### src/core/pio_pkg.sv
`default_nettype none
package pio_pkg;
   localparam int NUM_BANKS = 8;
   localparam int BANK_WIDTH = 8;
   localparam int ADDR_WIDTH = 8;
   localparam int IDX_WIDTH = 4;

   typedef logic [BANK_WIDTH-1:0] pio_byte_t;
   typedef logic [NUM_BANKS-1:0][BANK_WIDTH-1:0] pio_pins_t;
   typedef logic [IDX_WIDTH-1:0] pio_idx_t;

   // Register indices; byte address is four times the index
   localparam pio_idx_t IDX_BANK_A_PIN_LATCH = 4'h0;
   localparam pio_idx_t IDX_BANK_B_PIN_LATCH = 4'h1;
   localparam pio_idx_t IDX_BANK_C_PIN_LATCH = 4'h2;
   localparam pio_idx_t IDX_BANK_D_PIN_LATCH = 4'h3;
   localparam pio_idx_t IDX_BANK_A_DIRECTION = 4'h4;
   localparam pio_idx_t IDX_BANK_B_DIRECTION = 4'h5;
   localparam pio_idx_t IDX_BANK_C_DIRECTION = 4'h6;
   localparam pio_idx_t IDX_BANK_D_DIRECTION = 4'h7;
   localparam pio_idx_t IDX_BANK_E_PIN_LATCH = 4'h8;
   localparam pio_idx_t IDX_BANK_F_PIN_LATCH = 4'h9;
   localparam pio_idx_t IDX_BANK_G_PIN_LATCH = 4'ha;
   localparam pio_idx_t IDX_BANK_H_PIN_LATCH = 4'hb;
   localparam pio_idx_t IDX_BANK_E_DIRECTION = 4'hc;
   localparam pio_idx_t IDX_BANK_F_DIRECTION = 4'hd;
   localparam pio_idx_t IDX_BANK_G_DIRECTION = 4'he;
   localparam pio_idx_t IDX_BANK_H_DIRECTION = 4'hf;

   localparam pio_idx_t LATCH_IDX [NUM_BANKS] = '{
      IDX_BANK_A_PIN_LATCH, IDX_BANK_B_PIN_LATCH, IDX_BANK_C_PIN_LATCH, IDX_BANK_D_PIN_LATCH,
      IDX_BANK_E_PIN_LATCH, IDX_BANK_F_PIN_LATCH, IDX_BANK_G_PIN_LATCH, IDX_BANK_H_PIN_LATCH};
   localparam pio_idx_t DIR_IDX [NUM_BANKS] = '{
      IDX_BANK_A_DIRECTION, IDX_BANK_B_DIRECTION, IDX_BANK_C_DIRECTION, IDX_BANK_D_DIRECTION,
      IDX_BANK_E_DIRECTION, IDX_BANK_F_DIRECTION, IDX_BANK_G_DIRECTION, IDX_BANK_H_DIRECTION};

   // Implemented pins per bank, A first
   localparam pio_byte_t BANK_MASK [NUM_BANKS] = '{
      8'hff, 8'hff, 8'hff, 8'hff, 8'hff, 8'h3f, 8'h0f, 8'h0f};

   localparam pio_byte_t DIR_RESET = 8'h00;
endpackage : pio_pkg
`default_nettype wire

### src/core/pio_bank_if.sv
`default_nettype none
interface pio_bank_if #(parameter int WIDTH = 8);
   logic [WIDTH-1:0] wrData;
   logic latchWe;
   logic dirWe;
   logic [WIDTH-1:0] pinSync;
   logic [WIDTH-1:0] latch;
   logic [WIDTH-1:0] dir;
   logic [WIDTH-1:0] rdData;

   modport ctrl (output wrData, output latchWe, output dirWe, output pinSync,
                 input latch, input dir, input rdData);
   modport bank (input wrData, input latchWe, input dirWe, input pinSync,
                 output latch, output dir, output rdData);
endinterface : pio_bank_if
`default_nettype wire

### src/core/pio_sync.sv
`default_nettype none
module pio_sync #(parameter int WIDTH = 8)
(
   input wire logic clk,
   input wire logic reset,
   input wire logic [WIDTH-1:0] d,
   output logic [WIDTH-1:0] q
);
   logic [WIDTH-1:0] meta_ff;
   logic [WIDTH-1:0] sync_ff;

   // First stage feeds the second stage only
   always_ff @(posedge clk or posedge reset)
   begin
      if (reset)
      begin
         meta_ff <= '0;
         sync_ff <= '0;
      end
      else
      begin
         meta_ff <= d;
         sync_ff <= meta_ff;
      end
   end

   assign q = sync_ff;
endmodule : pio_sync
`default_nettype wire

### src/core/pio_bank.sv
`default_nettype none
module pio_bank
   import pio_pkg::*;
#(
   parameter pio_byte_t MASK = 8'hff
)
(
   input wire logic clk,
   input wire logic reset,
   pio_bank_if.bank bus
);
   pio_byte_t latch_ff;
   pio_byte_t dir_ff;
   pio_byte_t nxt_latch;
   pio_byte_t nxt_dir;

   // Unimplemented bits never store, so they read back as zero
   assign nxt_latch = bus.wrData & MASK;
   assign nxt_dir = bus.wrData & MASK;

   // No reset term: the latch keeps its contents across reset
   always_ff @(posedge clk)
   begin
      if (bus.latchWe)
         latch_ff <= nxt_latch;
   end

   always_ff @(posedge clk or posedge reset)
   begin
      if (reset)
         dir_ff <= DIR_RESET;
      else if (bus.dirWe)
         dir_ff <= nxt_dir;
   end

   assign bus.latch = latch_ff;
   assign bus.dir = dir_ff;
   // Output pins read the latch, input pins read the synchronised level
   assign bus.rdData = ((dir_ff & latch_ff) | (~dir_ff & bus.pinSync)) & MASK;
endmodule : pio_bank
`default_nettype wire

### src/core/pio_ports.sv
// The APB slave port was left to the implementer.
`default_nettype none
// What this block does
// - Bank A has eight two-way pins with a latch and a direction register.
// - Bank B has the same eight pins, latch and direction register as A.
// - Each pin's direction follows the same-position bit of its bank's direction register.
// - Direction one enables the pin driver; zero leaves the pin an undriven input.
// - Reset clears all direction bits so every pin starts as input.
// - Reset leaves every data latch unchanged.
// - Reading data returns the latch for pins set as outputs.
// - Reading data returns the sampled pin level for pins set as inputs.
// - Data writes with pstrb[0] set load the latches, whatever the direction bits say.
// - Bank A latch sits at index 0, its direction at index 4.
// - Bank B latch sits at index 1, its direction at index 5.
// - Bank F has six pins; bits 7 and 6 read zero.
// - Banks G and H have four pins; bits 7 to 4 read zero.
module pio_ports
(
   input wire logic clk,
   input wire logic reset,
   input wire logic psel,
   input wire logic penable,
   input wire logic pwrite,
   input wire logic [pio_pkg::ADDR_WIDTH-1:0] paddr,
   input wire logic [31:0] pwdata,
   input wire logic [3:0] pstrb,
   output logic [31:0] prdata,
   output logic pready,
   output logic pslverr,
   input wire pio_pkg::pio_pins_t pinIn,
   output pio_pkg::pio_pins_t pinOut,
   output pio_pkg::pio_pins_t pinOe
);
   import pio_pkg::*;

   logic [31:0] prdata_ff;
   logic pready_ff;
   logic pslverr_ff;
   logic [31:0] nxt_prdata;
   logic nxt_pslverr;

   pio_pins_t pinSync;
   pio_idx_t regIdx;
   logic addrMapped;
   logic accessPhase;
   logic answerCycle;
   logic writeDone;
   pio_byte_t rdChain [NUM_BANKS+1];
   logic [NUM_BANKS:0] hitChain;

   // Pins come from another domain
   pio_sync #(.WIDTH(NUM_BANKS*BANK_WIDTH)) pinSyncInst
   (
      .clk(clk),
      .reset(reset),
      .d(pinIn),
      .q(pinSync)
   );

   // Word-aligned decode; anything above the sixteen words is unmapped
   assign regIdx = paddr[IDX_WIDTH+1:2];
   assign addrMapped = (paddr[1:0] == 2'h0) && (paddr[ADDR_WIDTH-1:IDX_WIDTH+2] == '0);
   assign accessPhase = psel && penable;
   // One wait state: the answer is prepared while pready is low
   assign answerCycle = accessPhase && !pready_ff;
   // Writes commit only on the edge where the master sees pready
   assign writeDone = accessPhase && pready_ff && pwrite && addrMapped && pstrb[0];

   assign rdChain[0] = '0;
   assign hitChain[0] = 1'b0;

   for (genvar b = 0; b < NUM_BANKS; b++)
   begin : gBank
      pio_bank_if #(.WIDTH(BANK_WIDTH)) bankBus ();
      logic hitLatch;
      logic hitDir;

      assign hitLatch = addrMapped && (regIdx == LATCH_IDX[b]);
      assign hitDir = addrMapped && (regIdx == DIR_IDX[b]);
      assign bankBus.wrData = pwdata[BANK_WIDTH-1:0];
      assign bankBus.latchWe = writeDone && hitLatch;
      assign bankBus.dirWe = writeDone && hitDir;
      assign bankBus.pinSync = pinSync[b];

      // Direction reads are masked inside the bank already
      assign rdChain[b+1] = rdChain[b]
                            | (hitLatch ? bankBus.rdData : 8'h00)
                            | (hitDir ? bankBus.dir : 8'h00);
      assign hitChain[b+1] = hitChain[b] | hitLatch | hitDir;

      pio_bank #(.MASK(BANK_MASK[b])) bankInst
      (
         .clk(clk),
         .reset(reset),
         .bus(bankBus.bank)
      );

      assign pinOut[b] = bankBus.latch;
      assign pinOe[b] = bankBus.dir;
   end

   assign nxt_prdata = {24'h000000, rdChain[NUM_BANKS]};
   assign nxt_pslverr = !hitChain[NUM_BANKS];

   always_ff @(posedge clk or posedge reset)
   begin
      if (reset)
      begin
         pready_ff <= 1'b0;
         pslverr_ff <= 1'b0;
         prdata_ff <= 32'h00000000;
      end
      else
      begin
         pready_ff <= answerCycle;
         pslverr_ff <= answerCycle && nxt_pslverr;
         prdata_ff <= (answerCycle && !pwrite) ? nxt_prdata : 32'h00000000;
      end
   end

   assign prdata = prdata_ff;
   assign pready = pready_ff;
   assign pslverr = pslverr_ff;
endmodule : pio_ports
`default_nettype wire

### config.mk
export PLATFORM = sky130hd
export DESIGN_NAME = pio_ports
export DESIGN_NICKNAME = d
export VERILOG_FILES = /design/src/core/pio_pkg.sv /design/src/core/pio_bank_if.sv /design/src/core/pio_sync.sv /design/src/core/pio_bank.sv /design/src/core/pio_ports.sv
export SDC_FILE = /design/constraint.sdc
export NUM_CORES = 1
export LEC_CHECK = 0
export BUFFER_PORTS_ARGS = -buffer_cell sky130_fd_sc_hd__buf_2
export CORE_MARGIN = 8
export CORE_UTILIZATION = 45
export DETAILED_ROUTE_END_ITERATION = 8
export GPL_ROUTABILITY_DRIVEN = 0
export HOLD_SLACK_MARGIN = 0.03
export PLACE_DENSITY = 0.72
export SLEW_MARGIN = 15
export SYNTH_ARGS = -nofsm -noshare
export SYNTH_HDL_FRONTEND = slang
export SYNTH_SLANG_ARGS = --single-unit
### constraint.sdc
create_clock -name clk -period 6.6 [get_ports clk]
set_input_delay 0.66 -clock clk [delete_from_list [all_inputs] [get_ports clk]]
set_output_delay 0.66 -clock clk [all_outputs]
set_load 0.02 [all_outputs]
* After elaboration in Yosys (flattened, before gate mapping)
Cells that the tools add are included.
Storage, ports and cells: flip-flop bits (word level) 238, input port bits 113, output and inout bits 162, word-level logic and storage cells 162
Cells by class: equal/unequal tests 15, mux-type cells 17, bitwise logic cells 62, reductions and logical operators 47
Operator list (number):
- bitwise OR 8 bit | 14
- two-way mux 8 bit | 11
- bitwise AND 8 bit | 10
- logical AND 1 bit | 41
- NOT 8 bit | 5
- == test 4 bit, second input constant | 8
- bitwise OR 8 x 4 -> 8 bit | 4
- bitwise AND 4 bit | 4
- == test 4 x 3 -> 1 bit, second input constant | 4
- two-way mux 4 bit | 4
- bitwise OR 8 x 6 -> 8 bit | 2
- bitwise OR 1 bit | 15
- bitwise AND 6 bit | 2
- two-way mux 6 bit | 2
- == test 4 x 2 -> 1 bit, second input constant | 2
- NOT 4 bit | 2
- bitwise OR 4 bit | 2
- NOT 6 bit | 1
- bitwise OR 6 bit | 1
- == test 4 x 1 -> 1 bit, second input constant | 1
- zero test 2 bit | 2
- zero test 4 bit | 1
- zero test 1 bit | 3

* Logic depth before layout (Yosys ltp)
word-level depth 20, depth in mapped cells 7

* Modules after synthesis
Synthesis repeated with hierarchy kept, for this count alone.
Unflattened totals: cells, all modules 657, area total of the unflattened synthesis 9859.5 um^2
By module, submodules not included:
- pio_bank (gBank[0].bankInst ...) | times used 5, cells an instance 34, area each 665.6 um^2, seq. area each 440.4 um^2
- pio_sync | times used 1, cells an instance 129, area each 3206.8 um^2, seq. area each 3203.1 um^2
- pio_ports | times used 1, cells an instance 265, area each 1956.9 um^2, seq. area each 250.2 um^2
- pio_bank (gBank[6].bankInst ...) | times used 2, cells an instance 30, area each 407.9 um^2, seq. area each 220.2 um^2
- pio_bank (gBank[5].bankInst) | times used 1, cells an instance 33, area each 551.8 um^2, seq. area each 330.3 um^2

* Worst setup path after synthesis
OpenSTA, ideal clock, no wires.
kind input to register, start point input paddr[5] (netlist bit), end point register gBank[4].bankInst.latch_ff[0], enable pin, library setup time 0.370 ns, arrival time 2.073 ns, slack 4.157 ns, stages 6, cells stage by stage clkbuf_1 > buf_2 > nand2_1 > nor2_1 > nand2_1 > nor2_1
Between the ends: longest elaborated chain between the ends 3
RTL lines:
- start: declaration | RTL line pio_ports.sv:24 | input wire logic [pio_pkg::ADDR_WIDTH-1:0] paddr,
- == test 4 bit | RTL line pio_ports.sv:78 | assign hitLatch = addrMapped && (regIdx == LATCH_IDX[b]);
- logical AND 1 bit | RTL line pio_ports.sv:78
- logical AND 1 bit | RTL line pio_ports.sv:81 | assign bankBus.latchWe = writeDone && hitLatch;
- via gBank[4].bankBus.latchWe | RTL line pio_bank_if.sv:4 | logic latchWe;
- end signal: assignment | RTL line pio_bank.sv:25 | latch_ff <= nxt_latch;
- end: declaration | RTL line pio_bank.sv:12 | pio_byte_t latch_ff;
The timed path passes the listed nets, and every way through them passes these cells. A chain may end at the register's enable or synchronous reset.

* Final worst setup path
start point input paddr[1] (netlist bit), end point register gBank[4].bankInst.latch_ff[1], enable pin
Between the ends: longest elaborated chain between the ends 5
RTL lines:
- zero test 2 bit (*) | RTL line pio_ports.sv:62 | assign addrMapped = (paddr[1:0] == 2'h0) && (paddr[ADDR_WIDTH-1:IDX_WIDTH+2] == '0);
- logical AND 1 bit (*) | RTL line pio_ports.sv:62
- logical AND 1 bit (2 in a row) | RTL line pio_ports.sv:67 | assign writeDone = accessPhase && pready_ff && pwrite && addrMapped && pstrb[0];
- logical AND 1 bit (*) | RTL line pio_ports.sv:81
- via gBank[4].bankBus.latchWe | RTL line pio_bank_if.sv:4
Mark *: on every way through the listed nets, which the timed path passes. The rest lies on a longest branch.

==> reports/results.tsv <==
metric	value	unit
status	finished clean	
largest net degree at the start of global routing	101	
Worst Setup Start Kind	input pin	
Main synth FF type	dfrtp_1	
Slew Limit Fails	0	
NetSw	0.666	mW
io pins	275	
Worst-path clk slew	0.06	ns
Routed Wire Length	24.0	mm
Final Cycle Share	43.3	%
router iterations before antenna repair	4	
First DRT Iteration DRCs	387	
Avg Inst Size Synth	14.9	µm²
peak supply drop	354	µV
Critical Path AT	3.00	ns
Syn Inst Count	578	
number of synthesized flops with an enable pin	54	
Slew headroom	32.3	%
gr ovfl total	0	
Yosys cell types	51	
crit path buf inv count	1	
post_cts resized	0	
die width	154	µm
first-pass GRT wire length	36.2	mm
share of power burned in registers	49.0	%
setup bufs post-CTS	0	
Worst-Margin Slew	1.01	ns
Clock Power Share	46.1	%
H-tree Lvls	1	
maximum achievable frequency	0.350	GHz
share of layout cells above drive strength 1	39.4	%
Ys Warns	0	
clock buffer count from CTS	25	
slowest stage delay, CP	0.69	ns
Area Growth Syn to Fin	21.7	%
Crit path required time	6.74	ns
commonest non-fill, non-tap cell in the layout	buf_2	
CTS sink cnt	226	
Fillers	1601	
drt via density	5.38	
fin nets	893	
CP max stage cell	nor2_1	
RSZ-0062 raised after global routing	false	
CP cell instances	buf_2, nor4_4, nand2_1, nor2_1, nand2_1, nor2_1	
Layout Skew	0.0171	ns
CTS tree	built	
vias in the first global route	5792	
#FFs+latches synth	226	
Routed Antenna Nets	0	
Remaining DRCs	0	
Leakage	4.76	nW
sw frac	22.1	%
Total GRT Usage	19.7	%
Setup CP Type	input pin to flop	
Die ar.	23800	µm²
critical path fanouts, max	8	
P_int	2.35	mW
Max Buffers Root-to-Sink	3	
asr flop ratio synth	76.1	%
Comb pwr share	4.9	%
Port Buf Inserts	193	
register area share after synthesis	68.7	%
most frequent cells in the layout	193 x buf_2, 172 x dfrtp_1, 71 x mux2_2	
Die H	154	µm
fin crit period	2.86	ns
Critical Path Sink Type	flop	
Vias	5566	
clk_lat worst skew	0.53	ns
initial core utilization	45.9	%
final count of hold timing violations	0	
synthesized cell area	8620	µm²
Power Dens Cells	288	nW/µm²
maxcap violations	0	
routed length per instance	23.3	µm
# rows	50	
Post-DP HPWL	17.3	mm
Setup-failing EPs final	0	
Root Driver	clkbuf_16	
core area	18800	µm²
delay-heaviest family, CP	simple AND/OR/NAND/NOR gates	
Tot Pwr	3.02	mW
initial antenna violation count	1	
Fin Setup TNS	0	ns
cts hold-fix bufs	0	
classification of the worst-slack hold path	input pin to flop	
==> metal layers <==
layer  wire length [µm]  global-route usage, %
met1               9990                   25.5
met2              11200                   31.8
met3               2280                   6.10
met4                556                   5.23
met5                  0                      0
==> cell usage after synthesis, drive strengths merged (3+ instances only) <==
library cell	n	share of area [%]
nor3b	5	0.44
nor2	32	2.0
nor3	4	0.36
buf	53	4.3
edfxtp	54	19
mux2i	27	3.1
nand2b	5	0.36
o32ai	3	0.30
nor2b	7	0.51
nor4	4	0.46
nand2	15	0.65
o22ai	5	0.36
a21oi	17	0.99
a211oi	8	0.70
a32oi	7	0.71
a2111oi	3	0.30
clkbuf	10	0.44
a221oi	3	0.30
a32o	3	0.35
inv	7	0.30
o21ai	15	0.87
dfrtp	172	50
a31oi	9	0.65
nand4	3	0.22
a22oi	8	0.70
mux2	72	9.4
nand3	5	0.44
==> power groups by stage <==
stage | Combinational [mW] | Clock (mW) | Sequential, mW
floorplan | 0.103 | 0 | 1.50
global placement | 0.145 | 0 | 1.50
detailed placement | 0.146 | 0 | 1.50
CTS | 0.147 | 1.42 | 1.48
global route | 0.160 | 1.47 | 1.48
finish | 0.147 | 1.39 | 1.48
==> layout make-up <==
class	count	area (µm²)	area share, %
antenna	1	2.50	0.0239
clock buffer	34	679	6.48
clock inverter	12	155	1.48
inverter	7	31.3	0.298
multi-input combinational	325	2420	23.1
sequential	226	5930	56.5
tap	234	293	2.79
timing repair buffer	195	981	9.35
==> kinds of logic (layout without fill, tap and decap cells) <==
kind of cell / count (synthesis) / after routing / synth area share (%)
other: 1 / 45 / 0.0435
buffers and inverters: 70 / 248 / 5.05
multiplexers: 99 / 99 / 12.5
flip-flops: 226 / 226 / 68.7
AND/OR/NAND/NOR: 88 / 88 / 6.07
AO/OA/AOI/OAI: 94 / 94 / 7.55
==> per-stage QoR <==
stage          worst slack (ns)  utilization, %  instances  area [µm²]  hold slack [ns]
6_report                   3.74            55.9       1034       10500            0.233
5_1_grt                    3.50            55.9       1034       10500            0.216
4_1_cts                    3.66            55.9       1033       10500            0.212
3_5_place_dp               3.14            51.4        987        9650            0.335
3_3_place_gp               3.23            51.4        987        9650            0.332
2_1_floorplan              1.28               -        621        8780            0.331
==> flip-flops by register name, summed over array words and instances (netlist names) <==
| register | count |
|---|---|
| gBank.bankInst.bus.latch | 54 |
| pready | 1 |
| pinSyncInst.meta_ff | 54 |
| gBank.bankInst.bus.dir | 54 |
| prdata | 8 |
| pinSyncInst.q | 54 |
| pslverr | 1 |
==> final timing paths <==
kind                                                   start                                       end  slack (ns)  depth (start not counted)
hold / removal                                     pinIn[30]         pinSyncInst.meta_ff[30]$_DFF_PP0_        0.23                          1
setup reg to reg                            pready$_DFF_PP0_  gBank[1].bankInst.bus.latch[6]$_DFFE_PP_        4.22                          4
max in group asynchronous                              reset               pinSyncInst.q[33]$_DFF_PP0_        4.82                          3
setup / recovery                                    paddr[1]  gBank[4].bankInst.bus.latch[1]$_DFFE_PP_        3.74                          6
min in group asynchronous                              reset  gBank[2].bankInst.bus.dir[0]$_DFFE_PP0P_        0.30                          2
hold reg to reg            pinSyncInst.meta_ff[18]$_DFF_PP0_               pinSyncInst.q[18]$_DFF_PP0_        0.34                          0
No activity file was read; power rests on OpenSTA's default activity.
